File: config.mk
export PLATFORM = sky130hd
export DESIGN_NAME = agcdd_timing
export DESIGN_NICKNAME = d
export VERILOG_FILES = /design/src/inc/agcdd_pkg.sv /design/src/hdl/agcdd_timing.sv /design/src/hdl/agcdd_debounce.sv
export VERILOG_INCLUDE_DIRS = /design/src /design/src/inc
export SDC_FILE = /design/constraint.sdc
export NUM_CORES = 1
export LEC_CHECK = 0
export BUFFER_PORTS_ARGS = -buffer_cell sky130_fd_sc_hd__clkbuf_2
export CORE_MARGIN = 8
export CORE_UTILIZATION = 40
export CTS_BUF_LIST = sky130_fd_sc_hd__clkbuf_8 sky130_fd_sc_hd__clkbuf_16
export CTS_CLUSTER_SIZE = 30
export DETAILED_ROUTE_END_ITERATION = 6
export PLACE_DENSITY = 0.57
export SYNTH_ARGS = -nofsm -noshare
export SYNTH_HDL_FRONTEND = slang
export SYNTH_HIERARCHICAL = 1
export SYNTH_SLANG_ARGS = --single-unit
File: constraint.sdc
create_clock -name clk -period 4.2 [get_ports clk]
set_input_delay 1.05 -clock clk [delete_from_list [all_inputs] [get_ports clk]]
set_output_delay 1.05 -clock clk [all_outputs]
set_load 0.01 [all_outputs]
File: src/inc/agcdd_defs.svh
// Offsets, field positions, reset values and timing counts of the gain-loop timing bank.
`ifndef AGCDD_DEFS_SVH
`define AGCDD_DEFS_SVH
`define AGCDD_PAGE_MAIN 8'h00
`define AGCDD_OFS_DECAY 8'h5a
`define AGCDD_OFS_NOISE 8'h5b
`define AGCDD_OFS_SIGNAL 8'h5c
`define AGCDD_DECAY_BASE_MSB 7
`define AGCDD_DECAY_BASE_LSB 3
`define AGCDD_DECAY_MULT_MSB 2
`define AGCDD_DECAY_MULT_LSB 0
`define AGCDD_NOISE_MSB 4
`define AGCDD_SIGNAL_MSB 3
`define AGCDD_RST_DECAY 8'h00
`define AGCDD_RST_CODE 5'h00
`define AGCDD_DECAY_UNIT_SHIFT 9
`define AGCDD_DEB_STEP 24'h00_0004
`define AGCDD_NOISE_UNIT 24'h00_1000
`define AGCDD_SIGNAL_UNIT 24'h00_0800
`define AGCDD_NOISE_MAX_MULT 5'h14
`endif

File: src/inc/agcdd_pkg.sv
// Types shared by the gain-loop timing bank and its debounce counter.
package agcdd_pkg;
  // Interval lengths count sample periods; the longest decay needs 22 bits.
  typedef logic [23:0] agcdd_len_t;
  // Decay timer states, one-hot.
  typedef enum logic [1:0] {
    AGCDD_IDLE = 2'b01,
    AGCDD_RUN = 2'b10
  } agcdd_state_e;
  // State of one debounce counter.
  typedef struct packed {
    agcdd_len_t cnt;
    logic est;
  } agcdd_deb_s;
  // State of the timing bank.
  typedef struct packed {
    logic [7:0] decay_reg;
    logic [4:0] noise_code;
    logic [3:0] signal_code;
    logic [7:0] rdata;
    agcdd_state_e state;
    agcdd_len_t decay_cnt;
    logic decay_step;
  } agcdd_bank_s;
endpackage : agcdd_pkg

File: src/hdl/agcdd_timing.sv
// Left-channel gain-loop decay and debounce timing registers with their interval counters.
`include "agcdd_defs.svh"
// How it works
// - Decay base is (2N+1) times 512 samples.
// - Three-bit field multiplies decay by power-of-two.
// - Noise debounce codes: zero none, 4..2048 samples.
// - Upper noise codes use multiples of 4096.
// - Signal debounce codes: zero none, 4..2048 samples.
// - Top signal codes use 2x..6x of 2048.
// - All timing fields reset to zero.
// - Loop idles while enable is low.
// - Zero noise threshold disables noise detection.
module agcdd_timing
  import agcdd_pkg::*;
(
  input wire logic clk,
  input wire logic rstn,
  input wire logic sample_tick,
  input wire logic [7:0] reg_page,
  input wire logic [7:0] reg_addr,
  input wire logic reg_wr,
  input wire logic reg_rd,
  input wire logic [7:0] reg_wdata,
  output logic [7:0] reg_rdata,
  input wire logic loop_enable,
  input wire logic [4:0] noise_threshold,
  input wire logic noise_cond,
  input wire logic signal_cond,
  output agcdd_len_t decay_len,
  output logic decay_step,
  output logic noise_established,
  output logic signal_established
);
  agcdd_bank_s st; // Registered state.
  agcdd_bank_s next_st; // Next state.
  agcdd_len_t noise_len; // Noise debounce period in samples.
  agcdd_len_t signal_len; // Signal debounce period in samples.
  logic noise_gated; // Noise condition after the threshold gate.

  // Decay period: odd multiple of the 512-sample base, then shifted by the multiplier code.
  // The odd factor is widened before the shift so the top base codes cannot lose bits.
  function automatic agcdd_len_t decay_of(input logic [7:0] r);
    agcdd_len_t base;
    base = agcdd_len_t'({r[`AGCDD_DECAY_BASE_MSB:`AGCDD_DECAY_BASE_LSB], 1'b1}) << `AGCDD_DECAY_UNIT_SHIFT;
    decay_of = base << r[`AGCDD_DECAY_MULT_MSB:`AGCDD_DECAY_MULT_LSB];
  endfunction : decay_of

  // Noise debounce decode; the printed list repeats codes, so the doubling ladder is assumed.
  function automatic agcdd_len_t noise_of(input logic [4:0] c);
    logic [4:0] m;
    m = 5'h00;
    if (c == 5'h00) begin
      noise_of = '0;
    end else if (c <= 5'h0a) begin
      noise_of = `AGCDD_DEB_STEP << (c - 5'h01);
    end else begin
      m = c - 5'h0a;
      // Saturate so the all-ones code lands on twenty units.
      if (m > `AGCDD_NOISE_MAX_MULT) begin
        m = `AGCDD_NOISE_MAX_MULT;
      end
      noise_of = 24'(`AGCDD_NOISE_UNIT * m);
    end
  endfunction : noise_of

  // Signal debounce decode; codes above ten step in 2048-sample units.
  // The top code lands on six units; the codes in between are a best reading of an uneven list.
  function automatic agcdd_len_t signal_of(input logic [3:0] c);
    if (c == 4'h0) begin
      signal_of = '0;
    end else if (c <= 4'ha) begin
      signal_of = `AGCDD_DEB_STEP << (c - 4'h1);
    end else begin
      signal_of = 24'(`AGCDD_SIGNAL_UNIT * (c - 4'h9));
    end
  endfunction : signal_of

  assign noise_len = noise_of(st.noise_code);
  assign signal_len = signal_of(st.signal_code);
  assign decay_len = decay_of(st.decay_reg);
  // A zero threshold code turns silence detection off entirely.
  assign noise_gated = noise_cond && (noise_threshold != 5'h00);

  // Register access, read data and the decay interval timer.
  always_comb begin
    next_st = st;
    next_st.decay_step = 1'b0;
    // Only page zero carries this bank; other pages are ignored.
    if (reg_wr && reg_page == `AGCDD_PAGE_MAIN) begin
      case (reg_addr)
        `AGCDD_OFS_DECAY: next_st.decay_reg = reg_wdata;
        // Reserved bits are not stored, so they keep reading zero whatever is written.
        `AGCDD_OFS_NOISE: next_st.noise_code = reg_wdata[`AGCDD_NOISE_MSB:0];
        `AGCDD_OFS_SIGNAL: next_st.signal_code = reg_wdata[`AGCDD_SIGNAL_MSB:0];
        default: next_st.noise_code = st.noise_code;
      endcase
    end
    if (reg_rd) begin
      // Unmapped addresses and other pages read as zero.
      next_st.rdata = 8'h00;
      if (reg_page == `AGCDD_PAGE_MAIN) begin
        case (reg_addr)
          `AGCDD_OFS_DECAY: next_st.rdata = st.decay_reg;
          `AGCDD_OFS_NOISE: next_st.rdata = {3'b000, st.noise_code};
          `AGCDD_OFS_SIGNAL: next_st.rdata = {4'b0000, st.signal_code};
          default: next_st.rdata = 8'h00;
        endcase
      end
    end
    case (st.state)
      AGCDD_IDLE: begin
        next_st.decay_cnt = '0;
        if (loop_enable) begin
          next_st.state = AGCDD_RUN;
        end
      end
      AGCDD_RUN: begin
        if (!loop_enable) begin
          next_st.state = AGCDD_IDLE;
          next_st.decay_cnt = '0;
        end else if (sample_tick) begin
          // The >= compare stops a shortened period from wrapping the counter.
          if (st.decay_cnt + 24'h00_0001 >= decay_len) begin
            next_st.decay_cnt = '0;
            next_st.decay_step = 1'b1;
          end else begin
            next_st.decay_cnt = st.decay_cnt + 24'h00_0001;
          end
        end
      end
      default: begin
        next_st.state = AGCDD_IDLE;
        next_st.decay_cnt = '0;
      end
    endcase
  end

  // Synchronous active-low reset clears every field except the state, which loads AGCDD_IDLE.
  always_ff @(posedge clk) begin
    if (!rstn) begin
      st.decay_reg <= `AGCDD_RST_DECAY;
      st.noise_code <= `AGCDD_RST_CODE;
      st.signal_code <= 4'h0;
      st.rdata <= 8'h00;
      st.state <= AGCDD_IDLE;
      st.decay_cnt <= '0;
      st.decay_step <= 1'b0;
    end else begin
      st <= next_st;
    end
  end

  assign reg_rdata = st.rdata;
  assign decay_step = st.decay_step;

  // Noise persistence counter; gated by the loop enable and the threshold.
  agcdd_debounce u_noise (
    .clk(clk),
    .rstn(rstn),
    .tick(sample_tick),
    .enable(loop_enable),
    .cond(noise_gated),
    .len(noise_len),
    .est(noise_established)
  );

  // Signal persistence counter.
  agcdd_debounce u_signal (
    .clk(clk),
    .rstn(rstn),
    .tick(sample_tick),
    .enable(loop_enable),
    .cond(signal_cond),
    .len(signal_len),
    .est(signal_established)
  );
endmodule : agcdd_timing

File: src/hdl/agcdd_debounce.sv
// Persistence counter that declares a condition established after a programmed run of sample periods.
`include "agcdd_defs.svh"
module agcdd_debounce
  import agcdd_pkg::*;
(
  input wire logic clk,
  input wire logic rstn,
  input wire logic tick,
  input wire logic enable,
  input wire logic cond,
  input wire agcdd_len_t len,
  output logic est
);
  agcdd_deb_s st; // Registered state.
  agcdd_deb_s next_st; // Next state.

  // Count sample ticks while the condition holds; any lapse restarts the count.
  always_comb begin
    next_st = st;
    if (!enable || !cond) begin
      next_st.cnt = '0;
      next_st.est = 1'b0;
    end else if (len == '0) begin
      next_st.est = 1'b1; // A zero period means no debounce at all.
    end else if (tick && !st.est) begin
      next_st.cnt = st.cnt + 24'h00_0001;
      // Compare with >= so a shortened period mid-count cannot be skipped.
      if (st.cnt + 24'h00_0001 >= len) begin
        next_st.est = 1'b1;
      end
    end
  end

  // Synchronous active-low reset.
  always_ff @(posedge clk) begin
    if (!rstn) begin
      st <= '0;
    end else begin
      st <= next_st;
    end
  end

  assign est = st.est;
endmodule : agcdd_debounce

==> results of run 1 <==
## registers in the layout, summed over array words and instances, names as in the netlist
signal        flops
decay_step        1
reg_rdata         8
st               43
u_noise/est       1
u_noise/st       24
u_signal/est      1
u_signal/st      24
## layout make-up
type | instances | area, um2
clock buffer | 9 | 225
clock inverter | 7 | 73.8
fill | 2110 | 11200
inverter | 87 | 327
multi-input combinational | 827 | 5560
sequential | 102 | 2040
tap | 270 | 338
timing repair buffer | 71 | 383
## worst paths after layout
check	from	end	slack, ns	cells past startpoint
max	st[1]	st[8]	0.51	13
min	u_noise/st[24]	u_noise/st[24]	0.50	2
max reg2reg	st[1]	st[8]	0.51	13
min reg2reg	u_noise/st[24]	u_noise/st[24]	0.50	2
## routing by layer
metal	global-route usage [%]	vias up
met1	19.7	3288
met2	24.7	97
li1	-	3775
met5	0	-
met4	3.38	0
met3	3.31	16
## placed cells by master (no fill, tap or decap), types with 15 or more instances in the layout
cell type / instances
nand2_1: 86
nor2_1: 57
clkbuf_2: 60
xor2_1: 15
and2_1: 18
or3_1: 40
nor2b_1: 31
nand4_1: 23
o21ai_0: 56
ha_1: 76
conb_1: 31
mux2i_1: 28
xnor2_1: 42
dfxtp_1: 102
inv_1: 89
nand3_1: 35
a21oi_1: 90
or4_1: 20
## kinds of logic after synthesis
kind of cell / count (synthesis) / share of synthesized area [%]
compound gates: 227 / 17.1
xor+xnor: 57 / 6.12
fa+ha+maj: 76 / 11.7
buf+inv: 143 / 8.19
flops: 102 / 25.0
mux: 31 / 3.85
other cells: 1 / 0.0460
simple gates: 405 / 28.0
## report_power, final
part	switching (W)	total [W]	internal [W]
Clock	0.000400	0.000866	0.000466
Combinational	0.0000666	0.000108	0.0000418
Sequential	0.00000434	0.000975	0.000971
Total	0.000471	0.00195	0.00148
## per-stage QoR
| step | setup slack, ns | std cells | instance area [um2] | total power (W) |
|---|---|---|---|---|
| finish | 0.513 | 1373 | 8950 | 0.00195 |
| global route | 0.259 | 1373 | 8950 | 0.00203 |
| floorplan | 0.875 | 1072 | 8270 | 0.00107 |
| CTS | 0.505 | 1373 | 8950 | 0.00198 |
| global placement | 0.606 | 1357 | 8650 | 0.00110 |
| detailed placement | 0.528 | 1357 | 8650 | 0.00111 |
## worst min-delay path, cell delays in order (launching register included)
cell	delay, ns
dfxtp_1	0.33
o31ai_1	0.07
a21oi_1	0.06
==> impl_metrics.yaml, run 1 <==
run_status:
  status: "completed"
global_routing:
  grt_pass1_wl_mm: 32.3
  globalRouteTotalUtil_pct: 15.0
  grt-ovfl-total: 0
  antenna_found_initial: 0
  grt_max_degree: 47
  grt_pass1_vias: 6692
finish:
  drive_gt1_share_pct: 11.3
  nets: 1211
  final_core_util_pct: 44.5
  syn2layout_area_growth_pct: 9.70
  n_antenna_cell: 0
synthesis:
  synth_edf_count: 0
  ys.flop_type: "dfxtp_1"
  synthArstFlopShare_pct: 0
  seq_area_frac_synth_pct: 25.0
  synth_area_mm2: 0.00816
  synth.most_common_cell: "dfxtp_1"
  synth.distinct_cells: 69
  synthCells: 1042
  synth_top_cells_by_count: "102 x dfxtp_1, 90 x a21oi_1, 87 x inv_1, 86 x nand2_1, 76 x ha_1"
  yosysWarnings: 6
  synth_top_area_share_pct: 25.0
  ys_ff_latch: 102
  synthTopCellsByArea: "dfxtp_1 25%, ha_1 12%, a21oi_1 5.5%"
  yosys.area.top_type: "dfxtp_1"
  postSynthAreaPerCell_um2: 7.83
setup_path:
  cp_common_cell: "ha_1"
  crit_path_start_kind: "flip-flop"
  path_delay_family: "simple AND/OR/NAND/NOR gates"
  path_max_fanout: 18
  cp-end-kind: "flip-flop"
  critical_path_class: "reg2reg"
  critPathSlowestCell: "or4_1"
  path_buf_inv: 0
  cp.required_ns: 4.48
  max_stage_delay_ns: 0.49
  crit_chain: "ha_1 > and4_1 > nand3_1 > or3_1 > or2_2 > nand2_1 > ha_1 > nand4_1 > a31o_2 > nor3b_1 > o211ai_4 > or4_1 > o211ai_2"
  worstPathArrival_ns: 3.97
run:
  drv_cap: 0
floorplanning:
  die_h_um: 159
  dieWidth_um: 159
  start_util_pct: 40.6
  fp.coreArea_mm2: 0.0201
  rows: 52
  die_area_mm2: 0.0252
  ioPinCount: 72
clock_tree:
  htreeDepth: 3
  ctsResizeCount: 0
  cts_sinks: 102
  postCtsSetupBuffers: 0
  cts_inserted_buffers: 9
  root_buffer: "clkbuf_16"
  cts_tree: "done"
  clk_pin_slew_worst_paths_ns: 0.07
  clock_latency_ns: 0.36
  clk_path_buf_depth: 2
  ctsHoldBuffers: 0
detailed_routing:
  dr.pass1.iters: 4
  wl_mm: 18.9
  drt-wirelength-per-cell_um: 13.8
  drc: 0
  detail_route.vias_per_cell: 5.23
  wl_met3_um: 726
  wl_met2_mm: 8.64
  top_layer: "met4"
  postRouteAntennaNets: 0
  m1WireLength_mm: 9.38
  dr_total_vias: 7176
  drtIter0Drc: 385
pwr:
  p_leak_nw: 3.53
  vdd_drop_max_v: 0.000163
  power_density_mw_per_mm2: 218
sta:
  worst_hold_slack_ns: 0.498
  report.final.hold_viol_count: 0
  setup_viol: 0
  final.setup.tns_ns: 0
  rsz0062_at_grt: "no"
  fin_crit_sh_pct: 87.8
  maxSlewViolCount: 0
  max_freq_ghz: 0.271
  max_slew_margin_pct: 41.1
  fin_crit_ns: 3.69
  finClkSkew_ns: 0.00807
  worst_slew_pin_slew_ns: 0.875
placement:
  place_congestion: 0.806
  port_buffers: 60
  dp_hpwl_mm: 14.7
worst_hold_path:
  hp-class: "reg2reg"
Power figures use the tool's default switching activity.
==> inputs of run 2 (changes only) <==
--- a/config.mk
+++ b/config.mk
@@ -8,11 +8,11 @@
 export LEC_CHECK = 0
 export BUFFER_PORTS_ARGS = -buffer_cell sky130_fd_sc_hd__clkbuf_2
 export CORE_MARGIN = 8
-export CORE_UTILIZATION = 40
+export CORE_UTILIZATION = 61
 export CTS_BUF_LIST = sky130_fd_sc_hd__clkbuf_8 sky130_fd_sc_hd__clkbuf_16
 export CTS_CLUSTER_SIZE = 30
 export DETAILED_ROUTE_END_ITERATION = 6
-export PLACE_DENSITY = 0.57
+export PLACE_DENSITY = 0.81
 export SYNTH_ARGS = -nofsm -noshare
 export SYNTH_HDL_FRONTEND = slang
 export SYNTH_HIERARCHICAL = 1
==> impl_metrics.yaml, run 2 (synthesis results as in run 1) <==
run_status:
  status: "completed"
clock_tree:
  cts_inserted_buffers: 9
  clock_latency_ns: 0.36
  ctsHoldBuffers: 0
  ctsResizeCount: 0
  cts_tree: "done"
  clk_pin_slew_worst_paths_ns: 0.07
  clk_path_buf_depth: 2
  cts_sinks: 102
  htreeDepth: 3
  postCtsSetupBuffers: 0
  root_buffer: "clkbuf_16"
global_routing:
  grt-ovfl-total: 0
  globalRouteTotalUtil_pct: 20.7
  antenna_found_initial: 0
  grt_max_degree: 47
  grt_pass1_wl_mm: 31.1
  grt_pass1_vias: 6859
pwr:
  switchingPower_w: 0.000458
  swShare_pct: 22.7
  power.internal_w: 0.00156
  vdd_drop_max_v: 0.000371
  seqPwrFrac_pct: 48.4
  p_comb_share_pct: 5.4
  p_leak_nw: 3.52
  p_clk_share_pct: 46.1
  power_density_mw_per_mm2: 228
placement:
  dpl_cell_area_mm2: 0.00850
  post-place-ws_ns: 0.418
  port_buffers: 60
  place_congestion: 0.848
  dp_hpwl_mm: 13.7
sta:
  worst_slew_pin_slew_ns: 0.826
  final.setup.tns_ns: 0
  rsz0062_at_grt: "no"
  report.final.hold_viol_count: 0
  worst_slack_ns: 0.408
  max_slew_margin_pct: 44.8
  setup_viol: 0
  finClkSkew_ns: 0.00814
  worst_hold_slack_ns: 0.495
  fin_crit_ns: 3.79
  fin_crit_sh_pct: 90.3
  maxSlewViolCount: 0
  max_freq_ghz: 0.264
setup_path:
  path_buf_inv: 0
  worstPathArrival_ns: 4.08
  critPathSlowestCell: "or4_1"
  critical_path_class: "reg2reg"
  max_stage_delay_ns: 0.49
  crit_chain: "ha_1 > and4_1 > nand3_1 > or3_1 > or2_2 > nand2_1 > ha_1 > nand3_1 > a31o_2 > nor3b_1 > o211ai_4 > or4_1 > o211ai_2"
  cp.required_ns: 4.49
  cp-end-kind: "flip-flop"
  path_delay_family: "simple AND/OR/NAND/NOR gates"
  crit_path_start_kind: "flip-flop"
  path_max_fanout: 18
detailed_routing:
  dr_total_vias: 7320
  drtIter0Drc: 378
  detail_route.vias_per_cell: 5.74
  drt-wirelength-per-cell_um: 14.2
  wl_mm: 18.1
  dr.pass1.iters: 5
  drc: 0
  postRouteAntennaNets: 0
finish:
  n_fill_cell: 1145
  drive_gt1_share_pct: 11.1
  largest_register_ffs: 43
  final_cell_mix: "102 x dfxtp_1, 90 x a21oi_1, 88 x inv_1"
  largestRegisters: "st x43, u_noise/st x24, u_signal/st x24"
  final_common_cell: "dfxtp_1"
  post-route-cell-area_mm2: 0.00883
  largest_register: "st"
  nets: 1207
  n_antenna_cell: 0
  multi_input_area_mm2: 0.00556
  syn2layout_area_growth_pct: 8.25
  regArea_mm2: 0.00204
floorplanning:
  start_util_pct: 62.1
  die_h_um: 132
  fp.coreArea_mm2: 0.0131
  ioPinCount: 72
  dieWidth_um: 132
  die_area_mm2: 0.0173
  rows: 42
worst_hold_path:
  hp-class: "reg2reg"
run:
  drv_cap: 0
==> run 2: cell count changes in the layout (fill, tap and decap cells not counted), sizes merged <==
| cell | change |
|---|---|
| clkinvlp | -1 |
| buf | -4 |
| clkbuf | +1 |
| bufinv | +1 |
| clkinv | -1 |
==> run 2: cell type report <==
type | count | share of cell area [%]
Clock inverter | 6 | 1.02
Timing Repair Buffer | 67 | 4.00
Inverter | 87 | 3.70
Multi-Input combinational cell | 827 | 63.0
Tap cell | 176 | 2.49
Sequential cell | 102 | 23.1
Clock buffer | 10 | 2.71
==> run 2: per-layer routing <==
| metal | part of all wire, % | vias up | global-route usage, % |
|---|---|---|---|
| met3 | 4.2 | 22 | 4.84 |
| met2 | 48 | 146 | 35.5 |
| li1 | - | 3775 | - |
| met1 | 47 | 3377 | 25.5 |
| met4 | 1.3 | 0 | 5.68 |
| met5 | 0 | - | 0 |
==> run 2: path summary, 6_finish.rpt <==
kind	cells after the start	start	slack, ns	to
hold reg to reg	2	u_signal/st[24]	0.49	u_signal/st[24]
hold / removal	2	u_signal/st[24]	0.49	u_signal/st[24]
setup / recovery	13	st[1]	0.41	st[8]
setup reg to reg	13	st[1]	0.41	st[8]
==> run 2: power groups by stage <==
stage	Combinational, W	Sequential (W)	Clock (W)
floorplan	0.0000777	0.000997	0
global placement	0.000104	0.000998	0
detailed placement	0.000107	0.000998	0
CTS	0.000108	0.000975	0.000951
global route	0.000123	0.000976	0.000985
finish	0.000109	0.000975	0.000929
==> run 2: metrics by stage <==
step | std cells | power, W | utilization (%)
floorplan | 1072 | 0.00107 | -
global route | 1275 | 0.00208 | 67.2
global placement | 1259 | 0.00110 | 64.7
detailed placement | 1259 | 0.00111 | 64.7
finish | 1275 | 0.00201 | 67.2
CTS | 1275 | 0.00203 | 67.2
==> run 2: worst reg2reg max path: cells and delay by family, from the launching register on <==
kind            cells  cell delay (ns)
fa+ha+maj           2             0.49
flops               1             0.41
compound gates      3             0.52
simple gates        8             2.29
==> inputs of run 3 (changes only) <==
--- a/config.mk
+++ b/config.mk
@@ -8,11 +8,12 @@
 export LEC_CHECK = 0
 export BUFFER_PORTS_ARGS = -buffer_cell sky130_fd_sc_hd__clkbuf_2
 export CORE_MARGIN = 8
-export CORE_UTILIZATION = 61
-export CTS_BUF_LIST = sky130_fd_sc_hd__clkbuf_8 sky130_fd_sc_hd__clkbuf_16
+export CORE_UTILIZATION = 63
+export CTS_BUF_LIST = sky130_fd_sc_hd__clkbuf_2 sky130_fd_sc_hd__clkbuf_4 sky130_fd_sc_hd__clkbuf_8
 export CTS_CLUSTER_SIZE = 30
 export DETAILED_ROUTE_END_ITERATION = 6
-export PLACE_DENSITY = 0.81
+export PLACE_DENSITY = 0.84
+export SKIP_CTS_REPAIR_TIMING = 1
 export SYNTH_ARGS = -nofsm -noshare
 export SYNTH_HDL_FRONTEND = slang
 export SYNTH_HIERARCHICAL = 1
==> impl_metrics.yaml, run 3 (synthesis results as in run 1) <==
run_status:
  status: "completed"
setup_path:
  critPathSlowestCell: "or4_1"
  critical_path_class: "reg2reg"
  max_stage_delay_ns: 0.49
  crit_chain: "ha_1 > and4_1 > nand3_1 > or3_1 > or2_2 > nand2_1 > ha_1 > nand4_1 > a31o_2 > nor3b_1 > o211ai_4 > or4_1 > o211ai_2"
  path_max_fanout: 18
  cp_common_cell: "ha_1"
  crit_path_start_kind: "flip-flop"
  crit_cells: 13
  path_buf_inv: 0
  cp.required_ns: 4.53
  cp-end-kind: "flip-flop"
  path_delay_family: "simple AND/OR/NAND/NOR gates"
  reg2reg_depth: 13
  worstPathArrival_ns: 4.11
placement:
  place_congestion: 0.849
  post-place-ws_ns: 0.441
  dpl_cell_area_mm2: 0.00849
  port_buffers: 60
  dp_hpwl_mm: 13.7
global_routing:
  grt_pass1_vias: 6797
  grt-ovfl-total: 0
  globalRouteTotalUtil_pct: 21.8
  antenna_found_initial: 0
  grt_pass1_wl_mm: 30.5
  grt_max_degree: 47
sta:
  setup_viol: 0
  worst_slack_ns: 0.417
  max_freq_ghz: 0.264
  rsz0062_at_grt: "no"
  fin_crit_ns: 3.78
  fin_crit_sh_pct: 90.1
  finClkSkew_ns: 0.0150
  max_slew_margin_pct: 44.1
  final.setup.tns_ns: 0
  maxSlewViolCount: 0
  report.final.hold_viol_count: 0
  worst_slew_pin_slew_ns: 0.837
pwr:
  power_density_mw_per_mm2: 205
  p_leak_nw: 3.47
  p_total_w: 0.00178
  vdd_drop_max_v: 0.000202
detailed_routing:
  detail_route.vias_per_cell: 5.77
  dr.pass1.iters: 5
  drtIter0Drc: 452
  wl_mm: 17.9
  drc: 0
  postRouteAntennaNets: 0
  drt-wirelength-per-cell_um: 14.1
  dr_total_vias: 7327
finish:
  regArea_mm2: 0.00204
  n_antenna_cell: 0
  n_fill_cell: 1099
  syn2layout_area_growth_pct: 6.80
  largest_register: "st"
  post-route-cell-area_mm2: 0.00871
  final_cell_mix: "102 x dfxtp_1, 90 x a21oi_1, 87 x inv_1"
  largest_register_ffs: 43
  multi_input_area_mm2: 0.00556
  nets: 1207
  final_common_cell: "dfxtp_1"
  largestRegisters: "st x43, u_noise/st x24, u_signal/st x24"
  drive_gt1_share_pct: 11.1
clock_tree:
  clk_pin_slew_worst_paths_ns: 0.11
  htreeDepth: 3
  cts_tree: "done"
  clk_path_buf_depth: 2
  cts_inserted_buffers: 9
  root_buffer: "clkbuf_8"
  cts_sinks: 102
  clock_latency_ns: 0.39
worst_hold_path:
  holdPathStages: 2
  hp-class: "reg2reg"
run:
  drv_cap: 0
floorplanning:
  die_area_mm2: 0.0168
  ioPinCount: 72
  start_util_pct: 64.6
  fp.coreArea_mm2: 0.0126
  die_h_um: 130
  dieWidth_um: 130
  rows: 41
run 3: cell types whose count changed in the layout (fill, tap and decap cells not counted):
cell       before  now
clkbuf_16       9    0
clkbuf_8        1    9
clkinv_2        0    1
inv_1          88   87
run 3: final cells by class:
type / count / share of cell area, %
clock buffer: 9 / 1.42
tap: 172 / 2.47
clock inverter: 6 / 1.05
multi-input combinational: 827 / 63.8
timing repair buffer: 67 / 4.05
inverter: 87 / 3.75
sequential: 102 / 23.4
run 3: path summary, 6_finish.rpt:
| kind | from | endpoint | slack [ns] |
|---|---|---|---|
| min | u_noise/st[24] | u_noise/st[24] | 0.50 |
| min reg2reg | u_noise/st[24] | u_noise/st[24] | 0.50 |
| max reg2reg | st[1] | st[8] | 0.42 |
| max | st[1] | st[8] | 0.42 |
run 3: power by group:
group,switching (W),total (W),internal [W]
clock network,0.000361,0.000699,0.000338
logic,0.0000654,0.000107,0.0000414
registers,0.00000441,0.000975,0.000971
total,0.000431,0.00178,0.00135
run 3: per-layer routing:
metal	GRT usage (%)	vias up	routed length [um]
li1	-	3769	-
met1	26.6	3409	8230
met2	37.9	129	8650
met3	3.88	20	689
met4	7.45	0	288
met5	0	-	0
run 3: worst register-to-register path, cell delays in order (launching register included):
cell	delay, ns
dfxtp_1	0.42
ha_1	0.25
and4_1	0.30
nand3_1	0.21
or3_1	0.43
or2_2	0.29
nand2_1	0.07
ha_1	0.24
nand4_1	0.10
a31o_2	0.16
nor3b_1	0.38
o211ai_4	0.29
or4_1	0.50
o211ai_2	0.08
run 3: through the flow:
step	cells	hold slack [ns]	util, %
CTS	1270	0.503	69.0
global route	1270	0.513	69.0
global placement	1255	0.478	67.3
floorplan	1072	0.451	-
finish	1270	0.500	69.0
detailed placement	1255	0.483	67.3
